<file path="src/pkg/imb_pkg.sv">
// Purpose: Shared constants and types for the two-wire master sequencer.
// Assumes: Registers sit on a small word port with a 2-bit address.
// Notes:   Offsets, field positions, reset values and last step indices live here.
package imb_pkg;
  // Register word offsets
  localparam logic [1:0] IMB_OFF_CTRL   = 2'h0;
  localparam logic [1:0] IMB_OFF_RELOAD = 2'h1;
  localparam logic [1:0] IMB_OFF_BUF    = 2'h2;
  localparam logic [1:0] IMB_OFF_STAT   = 2'h3;
  // Control register field positions
  localparam int IMB_B_GENERAL_CALL_ACCEPT  = 7;
  localparam int IMB_B_ACKST = 6;
  localparam int IMB_B_ACK_VALUE_TO_SEND = 5;
  localparam int IMB_B_ACKGO = 4;
  localparam int IMB_B_RXGO  = 3;
  localparam int IMB_B_SPGO  = 2;
  localparam int IMB_B_RSGO  = 1;
  localparam int IMB_B_STGO  = 0;
  // Status register field positions
  localparam int IMB_S_BUSY  = 0;
  localparam int IMB_S_AVAIL = 1;
  localparam int IMB_S_FULL  = 2;
  // Reset values
  localparam logic [7:0] IMB_CTRL_RST   = 8'h00;
  localparam logic [7:0] IMB_RELOAD_RST = 8'h00;
  // Widths and depths
  localparam int IMB_DATA_W   = 8;
  localparam int IMB_RELOAD_W = 7;
  localparam int IMB_FIFO_D   = 16;
  // Last step index of each sequence, then the receive push step and the ack bit index; one step per generator rollover
  localparam logic [4:0] IMB_LAST_ST = 5'h01;
  localparam logic [4:0] IMB_LAST_RS = 5'h03;
  localparam logic [4:0] IMB_LAST_SP = 5'h02;
  localparam logic [4:0] IMB_LAST_TX = 5'h12;
  localparam logic [4:0] IMB_LAST_RX = 5'h10;
  localparam logic [4:0] IMB_LAST_AK = 5'h02;
  localparam logic [4:0] IMB_RX_PUSH = 5'h0F;
  localparam logic [3:0] IMB_ACK_BIT = 4'h8;
  // Sequencer states
  typedef enum logic [2:0] {
    IMB_IDLE, IMB_START, IMB_RSTART, IMB_STOP, IMB_TX, IMB_RX, IMB_ACK
  } imb_seq_t;
endpackage : imb_pkg

</file>
<file path="src/hw/imb_i2c_master.sv">
// Purpose: Two-wire bus master sequencer with reload rate generator.
// Assumes: Open-drain pins; output enable low means pulling the line low.
// Notes:   Received bytes queue in a 16-word FIFO read through the buffer.
`timescale 1ns/1ns

// Plain FIFO with valid/ready on both sides
module imb_fifo #(
  parameter int W = 8,
  parameter int D = 16
) (
  input  wire logic         mclk,
  input  wire logic         resetn,
  input  wire logic         in_valid,
  output logic              in_ready,
  input  wire logic [W-1:0] in_data,
  output logic              out_valid,
  input  wire logic         out_ready,
  output logic [W-1:0]      out_data
);
  localparam int AW = $clog2(D);
  logic [W-1:0]  mem [D];      // Storage words
  logic [AW-1:0] wp_q;         // Write pointer
  logic [AW-1:0] rp_q;         // Read pointer
  logic [AW:0]   cnt_q;        // Fill level
  logic          push;
  logic          pop;

  assign in_ready  = (cnt_q != (AW+1)'(D));
  assign out_valid = (cnt_q != '0);
  assign out_data  = mem[rp_q];
  assign push      = in_valid & in_ready;
  assign pop       = out_valid & out_ready;

  // Storage write
  always_ff @(posedge mclk) begin
    if (push) begin
      mem[wp_q] <= in_data;
    end
  end

  // Pointers and level
  always_ff @(posedge mclk) begin
    if (!resetn) begin
      wp_q  <= '0;
      rp_q  <= '0;
      cnt_q <= '0;
    end else begin
      if (push) begin
        wp_q <= wp_q + AW'(1);
      end
      if (pop) begin
        rp_q <= rp_q + AW'(1);
      end
      cnt_q <= cnt_q + (AW+1)'(push) - (AW+1)'(pop);
    end
  end
endmodule : imb_fifo

// Master sequencer top
module imb_i2c_master (
  input  wire logic       mclk,
  input  wire logic       resetn,
  input  wire logic [1:0] reg_addr,
  input  wire logic [7:0] reg_wdata,
  input  wire logic       reg_wr,
  input  wire logic       reg_rd,
  output logic [7:0]      reg_rdata,
  input  wire logic       serial_clock_line_in,
  output logic            serial_clock_line_out,
  output logic            serial_clock_line_oe_n,
  input  wire logic       serial_data_line_in,
  output logic            serial_data_line_out,
  output logic            serial_data_line_oe_n
);
  imb_pkg::imb_seq_t st_q;            // Sequencer state
  logic [4:0] step_q;                 // Half-bit step index
  logic [1:0] ph_q;                   // Instruction cycle phase
  logic       tick;                   // Generator decrement strobe
  logic [6:0] cnt_q;                  // Rate generator count
  logic       run_q;                  // Rate generator running
  logic       roll;                   // Generator rollover
  logic       busy;                   // Sequence in progress
  logic       done;                   // Last step finished
  logic [7:0] reload_q;               // Reload/address register
  logic       general_call_accept_q;                 // General call accept, unused
  logic       ack_value_to_send_q;                // Ack value to send
  logic       ackst_q;                // Ack received flag
  logic [4:0] go_q;                   // Sequence go bits
  logic [4:0] go_sel;                 // Lowest requested go bit
  logic       wr_ctrl;
  logic       wr_buf;
  logic       rd_buf;
  logic       start_c;                // Condition, receive or ack start
  logic       tx_start;               // Byte transmit start
  logic       start;
  logic [7:0] sh_q;                   // Transmit shifter
  logic [7:0] rx_q;                   // Receive shifter
  logic       push_q;                 // Received byte ready
  logic       scl_s1_q, scl_s2_q;     // Clock pin synchroniser
  logic       sda_s1_q, sda_s2_q;     // Data pin synchroniser
  logic       scl_low_q, sda_low_q;   // Pin pull-down state
  logic       scl_w, sda_w;           // Wanted pull-downs
  logic [3:0] bit_idx;
  logic       fifo_ready, fifo_valid;
  logic [7:0] fifo_data;
  logic [7:0] rdata_q;

  // Last step index of each sequence
  function automatic logic [4:0] last_step(input imb_pkg::imb_seq_t s);
    case (s)
      imb_pkg::IMB_START:  last_step = imb_pkg::IMB_LAST_ST;
      imb_pkg::IMB_RSTART: last_step = imb_pkg::IMB_LAST_RS;
      imb_pkg::IMB_STOP:   last_step = imb_pkg::IMB_LAST_SP;
      imb_pkg::IMB_TX:     last_step = imb_pkg::IMB_LAST_TX;
      imb_pkg::IMB_RX:     last_step = imb_pkg::IMB_LAST_RX;
      imb_pkg::IMB_ACK:    last_step = imb_pkg::IMB_LAST_AK;
      default:             last_step = 5'h00;
    endcase
  endfunction : last_step

  assign busy     = (st_q != imb_pkg::IMB_IDLE);
  assign bit_idx  = step_q[4:1];
  assign wr_ctrl  = reg_wr & (reg_addr == imb_pkg::IMB_OFF_CTRL);
  assign wr_buf   = reg_wr & (reg_addr == imb_pkg::IMB_OFF_BUF);
  assign rd_buf   = reg_rd & (reg_addr == imb_pkg::IMB_OFF_BUF);
  assign go_sel   = reg_wdata[4:0] & 5'(~reg_wdata[4:0] + 5'h01);
  assign start_c  = wr_ctrl & ~busy & (go_sel != 5'h00)
                  & ~(go_sel[imb_pkg::IMB_B_RXGO] & ~fifo_ready);
  assign tx_start = wr_buf & ~busy;
  assign start    = start_c | tx_start;
  assign done     = roll & busy & (step_q == last_step(st_q));

  // Pin synchronisers
  always_ff @(posedge mclk) begin
    if (!resetn) begin
      scl_s1_q <= 1'b1;
      scl_s2_q <= 1'b1;
      sda_s1_q <= 1'b1;
      sda_s2_q <= 1'b1;
    end else begin
      scl_s1_q <= serial_clock_line_in;
      scl_s2_q <= scl_s1_q;
      sda_s1_q <= serial_data_line_in;
      sda_s2_q <= sda_s1_q;
    end
  end

  // phases counted from the system clock
  always_ff @(posedge mclk) begin
    if (!resetn) begin
      ph_q <= 2'h0;
    end else begin
      ph_q <= ph_q + 2'h1;
    end
  end
  // decrement on phases two and four
  assign tick = ph_q[0];

  // rollover on the tick after zero, reload costs one tick
  assign roll = run_q & tick & (cnt_q == 7'h00);

  always_ff @(posedge mclk) begin
    if (!resetn) begin
      cnt_q <= 7'h00;
      run_q <= 1'b0;
    end else if (start) begin
      // load low seven bits, begin counting
      cnt_q <= reload_q[imb_pkg::IMB_RELOAD_W-1:0];
      run_q <= 1'b1;
    end else if (roll) begin
      if (!done) begin
        cnt_q <= reload_q[imb_pkg::IMB_RELOAD_W-1:0];
      end else begin
        run_q <= 1'b0;
      end
    end else if (tick && cnt_q != 7'h00) begin
      cnt_q <= cnt_q - 7'h01;
    end
  end

  // Reload register
  always_ff @(posedge mclk) begin
    if (!resetn) begin
      reload_q <= imb_pkg::IMB_RELOAD_RST;
    end else if (reg_wr && reg_addr == imb_pkg::IMB_OFF_RELOAD) begin
      reload_q <= reg_wdata;
    end
  end

  // Control register fields
  always_ff @(posedge mclk) begin
    if (!resetn) begin
      general_call_accept_q  <= imb_pkg::IMB_CTRL_RST[imb_pkg::IMB_B_GENERAL_CALL_ACCEPT];
      ack_value_to_send_q <= imb_pkg::IMB_CTRL_RST[imb_pkg::IMB_B_ACK_VALUE_TO_SEND];
      go_q    <= imb_pkg::IMB_CTRL_RST[4:0];
    end else begin
      // general call bit stored, no master effect
      if (wr_ctrl) begin
        general_call_accept_q  <= reg_wdata[imb_pkg::IMB_B_GENERAL_CALL_ACCEPT];
        ack_value_to_send_q <= reg_wdata[imb_pkg::IMB_B_ACK_VALUE_TO_SEND];
      end
      if (done) begin
        go_q <= 5'h00;
      end else if (start_c) begin
        go_q <= go_sel;
      end
    end
  end

  // Sequencer state and step
  always_ff @(posedge mclk) begin
    if (!resetn) begin
      st_q   <= imb_pkg::IMB_IDLE;
      step_q <= 5'h00;
    end else if (tx_start) begin
      st_q   <= imb_pkg::IMB_TX;
      step_q <= 5'h00;
    end else if (start_c) begin
      step_q <= 5'h00;
      // One go bit chosen, lowest first
      if (go_sel[imb_pkg::IMB_B_STGO]) begin
        st_q <= imb_pkg::IMB_START;
      end else if (go_sel[imb_pkg::IMB_B_RSGO]) begin
        st_q <= imb_pkg::IMB_RSTART;
      end else if (go_sel[imb_pkg::IMB_B_SPGO]) begin
        st_q <= imb_pkg::IMB_STOP;
      end else if (go_sel[imb_pkg::IMB_B_RXGO]) begin
        st_q <= imb_pkg::IMB_RX;
      end else begin
        st_q <= imb_pkg::IMB_ACK;
      end
    end else if (done) begin
      st_q   <= imb_pkg::IMB_IDLE;
      step_q <= 5'h00;
    end else if (roll && busy) begin
      step_q <= step_q + 5'h01;
    end
  end

  // Wanted line levels per step
  always_comb begin
    scl_w = scl_low_q;
    sda_w = sda_low_q;
    case (st_q)
      // start, data falls while clock high
      imb_pkg::IMB_START: begin
        sda_w = 1'b1;
        scl_w = (step_q != 5'h00);
      end
      // restart, release both, then data falls
      imb_pkg::IMB_RSTART: begin
        sda_w = step_q[1];
        scl_w = (step_q != 5'h01) && (step_q != 5'h02);
      end
      // stop, data rises while clock high
      imb_pkg::IMB_STOP: begin
        sda_w = (step_q != imb_pkg::IMB_LAST_SP);
        scl_w = (step_q == 5'h00);
      end
      // each half clock period is one rollover
      imb_pkg::IMB_TX: begin
        scl_w = ~step_q[0] | (step_q == imb_pkg::IMB_LAST_TX);
        sda_w = (bit_idx < imb_pkg::IMB_ACK_BIT) ? ~sh_q[7] : 1'b0;
      end
      imb_pkg::IMB_RX: begin
        scl_w = ~step_q[0];
        sda_w = 1'b0;
      end
      imb_pkg::IMB_ACK: begin
        scl_w = ~step_q[0];
        sda_w = (step_q == imb_pkg::IMB_LAST_AK) ? 1'b0 : ~ack_value_to_send_q;
      end
      default: begin
        scl_w = scl_low_q;
        sda_w = sda_low_q;
      end
    endcase
  end

  always_ff @(posedge mclk) begin
    if (!resetn) begin
      scl_low_q <= 1'b0;
      sda_low_q <= 1'b0;
    end else if (busy) begin
      scl_low_q <= scl_w;
      sda_low_q <= sda_w;
    end
  end

  // Shifters and ack capture at end of high half
  always_ff @(posedge mclk) begin
    if (!resetn) begin
      sh_q    <= 8'h00;
      rx_q    <= 8'h00;
      ackst_q <= 1'b0;
      push_q  <= 1'b0;
    end else begin
      push_q <= 1'b0;
      if (tx_start) begin
        sh_q <= reg_wdata;
      end else if (roll && st_q == imb_pkg::IMB_TX && step_q[0]) begin
        if (bit_idx < imb_pkg::IMB_ACK_BIT) begin
          sh_q <= {sh_q[6:0], 1'b0};
        end else begin
          ackst_q <= sda_s2_q;
        end
      end
      if (roll && st_q == imb_pkg::IMB_RX && step_q[0]) begin
        rx_q <= {rx_q[6:0], sda_s2_q};
        push_q <= (step_q == imb_pkg::IMB_RX_PUSH);
      end
    end
  end

  // Receive queue, drained by buffer reads
  imb_fifo #(
    .W (imb_pkg::IMB_DATA_W),
    .D (imb_pkg::IMB_FIFO_D)
  ) u_fifo (
    .mclk      (mclk),
    .resetn    (resetn),
    .in_valid  (push_q),
    .in_ready  (fifo_ready),
    .in_data   (rx_q),
    .out_valid (fifo_valid),
    .out_ready (rd_buf),
    .out_data  (fifo_data)
  );

  // Read data, one cycle after strobe
  always_ff @(posedge mclk) begin
    if (!resetn) begin
      rdata_q <= 8'h00;
    end else if (reg_rd) begin
      case (reg_addr)
        imb_pkg::IMB_OFF_CTRL:   rdata_q <= {general_call_accept_q, ackst_q, ack_value_to_send_q, go_q};
        imb_pkg::IMB_OFF_RELOAD: rdata_q <= reload_q;
        imb_pkg::IMB_OFF_BUF:    rdata_q <= fifo_valid ? fifo_data : 8'h00;
        default:                 rdata_q <= {5'h00, ~fifo_ready, fifo_valid, busy};
      endcase
    end else begin
      rdata_q <= 8'h00;
    end
  end

  assign reg_rdata              = rdata_q;
  assign serial_clock_line_out  = 1'b0;
  assign serial_data_line_out   = 1'b0;
  assign serial_clock_line_oe_n = ~scl_low_q;
  assign serial_data_line_oe_n  = ~sda_low_q;
endmodule : imb_i2c_master

</file>
<file path="config.mk">
export PLATFORM = sky130hd
export DESIGN_NAME = imb_i2c_master
export DESIGN_NICKNAME = d
export VERILOG_FILES = /design/src/pkg/imb_pkg.sv /design/src/hw/imb_i2c_master.sv
export SDC_FILE = /design/constraint.sdc
export NUM_CORES = 1
export LEC_CHECK = 0
export BUFFER_PORTS_ARGS = -buffer_cell sky130_fd_sc_hd__buf_2
export CAP_MARGIN = 20
export CORE_MARGIN = 2
export CORE_UTILIZATION = 46
export CTS_CLUSTER_DIAMETER = 60
export DETAILED_ROUTE_END_ITERATION = 6
export SLEW_MARGIN = 10
export SYNTH_ARGS = -nofsm -noshare
export SYNTH_HDL_FRONTEND = slang
export SYNTH_SLANG_ARGS = --single-unit
</file>
<file path="constraint.sdc">
create_clock -name mclk -period 3.08 [get_ports mclk]
set_clock_uncertainty 0.05 [all_clocks]
set_input_delay 0.154 -clock mclk [delete_from_list [all_inputs] [get_ports mclk]]
set_output_delay 0.154 -clock mclk [all_outputs]
set_load 0.1 [all_outputs]
</file>
==> Implementation_results.wiki <==
{| class="wikitable"
! Metric !! Value
|-
| Outcome || finished, final reports clean
|-
| Power density normalized to cell area || 659 nW/um2
|-
| Chain of cells forming the critical path || inv_1, ha_1, inv_1, o41ai_2, nor3b_1, ha_1, inv_1, ha_1, fa_1, a21oi_1, nor2_1, or3_1, a21oi_1
|-
| Setup TNS || 0 ns
|-
| CTS Root Cell || sky130_fd_sc_hd__clkbuf_16
|-
| Syn Inst Count || 644
|-
| Netlist cell types || 59
|-
| CP max stage delay || 0.42 ns
|-
| EDFF count, synth || 128
|-
| Top Metal Used || met4
|-
| Classification of the worst setup path || reg2reg
|-
| Detailed-route wire length per cell || 18.4 um
|-
| DR WL met3 || 720 um
|-
| DIE AREA || 20000 um2
|-
| Adder-cell share of the synthesized area || 0.0268
|-
| CP arrival || 3.22 ns
|-
| Overall overflow remaining after global route || 0
|-
| Via-to-Cell Ratio || 5.45
|-
| All-layer global routing usage || 0.179
|-
| Transition time at the pin with the least slew margin || 0.957 ns
|-
| Area used by multi-input combinational logic || 3000 um2
|-
| Number of diodes || 0
|-
| Leakage power || 3.59 nW
|-
| Buffers and inverters on the worst path || 3
|-
| Minimum clock period || 2.86 ns
|-
| Total number of placement rows || 50
|-
| Class of the tightest hold or removal check || in2reg
|-
| Top fanout value on the critical path || 2
|-
| Area fraction in compound gates after synthesis || 0.0606
|-
| Global-route wire length before repair || 28100 um
|-
| Effective utilization at floorplan || 0.467
|-
| Average cell area after synthesis || 13.5 um2
|-
| Fill cell count || 1554
|-
| HPWL after DPL || 12100 um
|-
| Clock tree sinks || 207
|-
| Post-route ant nets || 0
|-
| Clock insertion delay at the later pin of the skew report || 0.50 ns
|-
| Upper clock frequency limit || 349 MHz
|-
| Initial antenna violation count || 0
|-
| Hold violation count in the final report || 0
|-
| Weighted congestion at the end of routability-driven global placement || 0.806
|-
| Die Width || 142 um
|-
| Setup crit start kind || flop
|-
| Final total power || 0.00664 W
|-
| Register cell area after layout || 5430 um2
|-
| Max_slew headroom || 0.361
|-
| Synthesis warning total || 0
|-
| Number of primary I/O pins || 28
|-
| CTS tree || yes
|-
| Number of maximum-capacitance violations || 0
|-
| WP data required || 3.44 ns
|-
| Seq/Total Area, Yosys || 0.624
|-
| Number of synthesized register bits || 207
|-
| Total clock buffers created by CTS || 23
|-
| Quantity of I/O buffers inserted on ports || 24
|-
| Met1 Routed Length || 7670 um
|-
| Net count reported at finish || 731
|-
| Pin count of the biggest net entering global routing || 33
|-
| Core area || 18600 um2
|-
| Finish-stage setup viols || 0
|-
| Via count of the first global-routing pass || 5230
|-
| Proportion of synthesized flip-flops having asynchronous set or reset || 0
|-
| Final Routed Wirelength || 17400 um
|-
| Worst Setup End Kind || flop
|-
| Layout overhead on the synthesized area || 15.7%
|-
| Critical-path top delay cell || sky130_fd_sc_hd__fa_1
|-
| Clock buffer depth || 3
|-
| Total met2 wirelength after detailed routing || 8760 um
|-
| Synthesized-area fraction occupied by xor and xnor cells || 0.0171
|-
| Summed instance area of the synthesized netlist || 8700 um2
|-
| Post-route clock period utilization || 0.929
|-
| Die Y || 142 um
|-
| Count of final max-slew check failures || 0
|-
| DRC violations left || 0
|-
| Clk pin slew, worst setup/hold paths || 0.06 ns
|-
| Share of cell area taken by muxes after synthesis || 0.137
|-
| Starting DRT DRC Count || 315
|-
| Commonest register cell after synthesis || sky130_fd_sc_hd__edfxtp_1
|-
| Unrepaired setup endpoints after global routing || no
|-
| Dominant combinational cell family by area after synthesis || multiplexers
|-
| Basic-gate share of the synthesized area counting and, or, nand and nor cells || 0.102
|-
| Worst vdd ir || 0.420 mV
|-
| Fraction of final layout cells sized beyond drive strength 1 || 0.192
|-
| Number of search-and-repair iterations in the first detailed-routing pass || 4
|-
| Top cell family by delay on the critical path || adder cells
|-
| Via count || 5162
|-
| Number of H-tree branching levels || 1
|}
[through the flow]
| stage | cells | worst slack (ns) | hold slack (ns) | util | cell area, um2 |
|---|---|---|---|---|---|
| 2_1_floorplan | 645 | 0.260 | 0.205 | - | 8700 |
| 3_3_place_gp | 894 | 0.339 | 0.325 | 0.491 | 9150 |
| 3_5_place_dp | 894 | 0.0954 | 0.321 | 0.491 | 9150 |
| 4_1_cts | 948 | 0.0917 | 0.0528 | 0.539 | 10100 |
| 5_1_grt | 948 | 0.0809 | 0.103 | 0.540 | 10100 |
| 6_report | 948 | 0.219 | 0.0805 | 0.540 | 10100 |
[cell type report]
class                      count  area share
multi-input combinational    373       0.298
sequential                   207       0.539
timing repair buffer          65      0.0455
tap                          234      0.0291
inverter                      27      0.0101
clock inverter                16      0.0198
clock buffer                  26      0.0583
[flip-flops by register name, indices dropped and copies added, names as in the netlist, 4 cells and up, named ones only]
signal        count
cnt_q             7
go_q              5
reg_rdata         8
reload_q          8
rx_q              8
sh_q              8
step_q            5
u_fifo.cnt_q      5
u_fifo.mem      128
u_fifo.rp_q       4
u_fifo.wp_q       4
[final timing paths]
kind | cells after the start | slack, ns | start | end
worst max-delay path | 13 | 0.22 | u_fifo.cnt_q[2]$_SDFF_PN0_ | u_fifo.cnt_q[4]$_SDFF_PN0_
worst max register to register | 13 | 0.22 | u_fifo.cnt_q[2]$_SDFF_PN0_ | u_fifo.cnt_q[4]$_SDFF_PN0_
worst min-delay path | 3 | 0.08 | reg_addr[1] | reg_rdata[2]$_SDFF_PN0_
worst min register to register | 1 | 0.37 | sda_s1_q$_SDFF_PN1_ | sda_s2_q$_SDFF_PN1_
[metal layers]
layer | vias to the layer above | global-route usage
li1 | 2490 | -
met3 | 23 | 0.0314
met5 | - | 0
met4 | 0 | 0.0405
met2 | 102 | 0.313
met1 | 2547 | 0.235
[cells in the mapped netlist, types with 5 or more instances]
library cell	number	area [um2]
sky130_fd_sc_hd__clkbuf_1	21	78.8
sky130_fd_sc_hd__a211oi_1	6	45.0
sky130_fd_sc_hd__nand2_1	47	176
sky130_fd_sc_hd__xnor2_1	8	70.1
sky130_fd_sc_hd__a21oi_1	22	110
sky130_fd_sc_hd__buf_2	8	40.0
sky130_fd_sc_hd__nor2_1	83	312
sky130_fd_sc_hd__mux4_2	40	901
sky130_fd_sc_hd__or3_1	8	50.1
sky130_fd_sc_hd__dfxtp_1	79	1580
sky130_fd_sc_hd__o22ai_1	7	43.8
sky130_fd_sc_hd__inv_1	27	101
sky130_fd_sc_hd__edfxtp_1	128	3840
sky130_fd_sc_hd__nand2b_1	6	37.5
sky130_fd_sc_hd__mux2i_1	29	290
sky130_fd_sc_hd__xor2_1	9	78.8
sky130_fd_sc_hd__ha_1	17	213
sky130_fd_sc_hd__nand4_1	5	31.3
sky130_fd_sc_hd__nand3_1	8	40.0
sky130_fd_sc_hd__o21ai_0	9	45.0
sky130_fd_sc_hd__a311oi_1	7	61.3
sky130_fd_sc_hd__nor3_1	10	50.1
[cell usage in the layout (no fill, tap or decap), drive strengths merged, types with 3 or more instances in the layout]
cell,n
a21oi,22
buf,53
o211ai,4
xnor2,8
nand2b,6
nor2,83
nand2,47
nor3b,4
o41ai,3
ha,17
dlygate4sd3,12
and2,3
or2,3
a211oi,6
or3,9
nand3,8
o21ai,10
nand4,5
xor2,9
nor3,10
a221oi,4
mux2i,29
edfxtp,128
inv,29
dfxtp,79
clkbuf,26
mux4,40
clkinv,8
bufinv,4
a311oi,7
o22ai,7
[cell families after synthesis]
| group | count (synthesis) |
|---|---|
| flops | 207 |
| simple gates | 191 |
| other cells | 1 |
| xor+xnor | 17 |
| buf+inv | 65 |
| compound gates | 76 |
| fa+ha+maj | 18 |
| mux | 69 |
[worst min-delay path: cells and delay by family]
family	cells	cell delay, ns
AOI/OAI and AO/OA	2	0.24
buffers and inverters	1	0.17
[timing repair]
action / 4_1_cts / 5_1_grt
hold buffers: 12 / 0
hold endpoints to repair: 25 / 0
setup buffers: 0 / 0
endpoints found under the setup margin: 0 / 1
gates resized for setup: 0 / 1
[where the power goes]
group	switching [W]	leakage, nW	internal [W]
Combinational	0.000432	1.39	0.000335
Clock	0.00108	0.378	0.00172
Sequential	0.0000809	1.83	0.00298
Total	0.00160	3.59	0.00504
(Power assumes the default switching activity.)
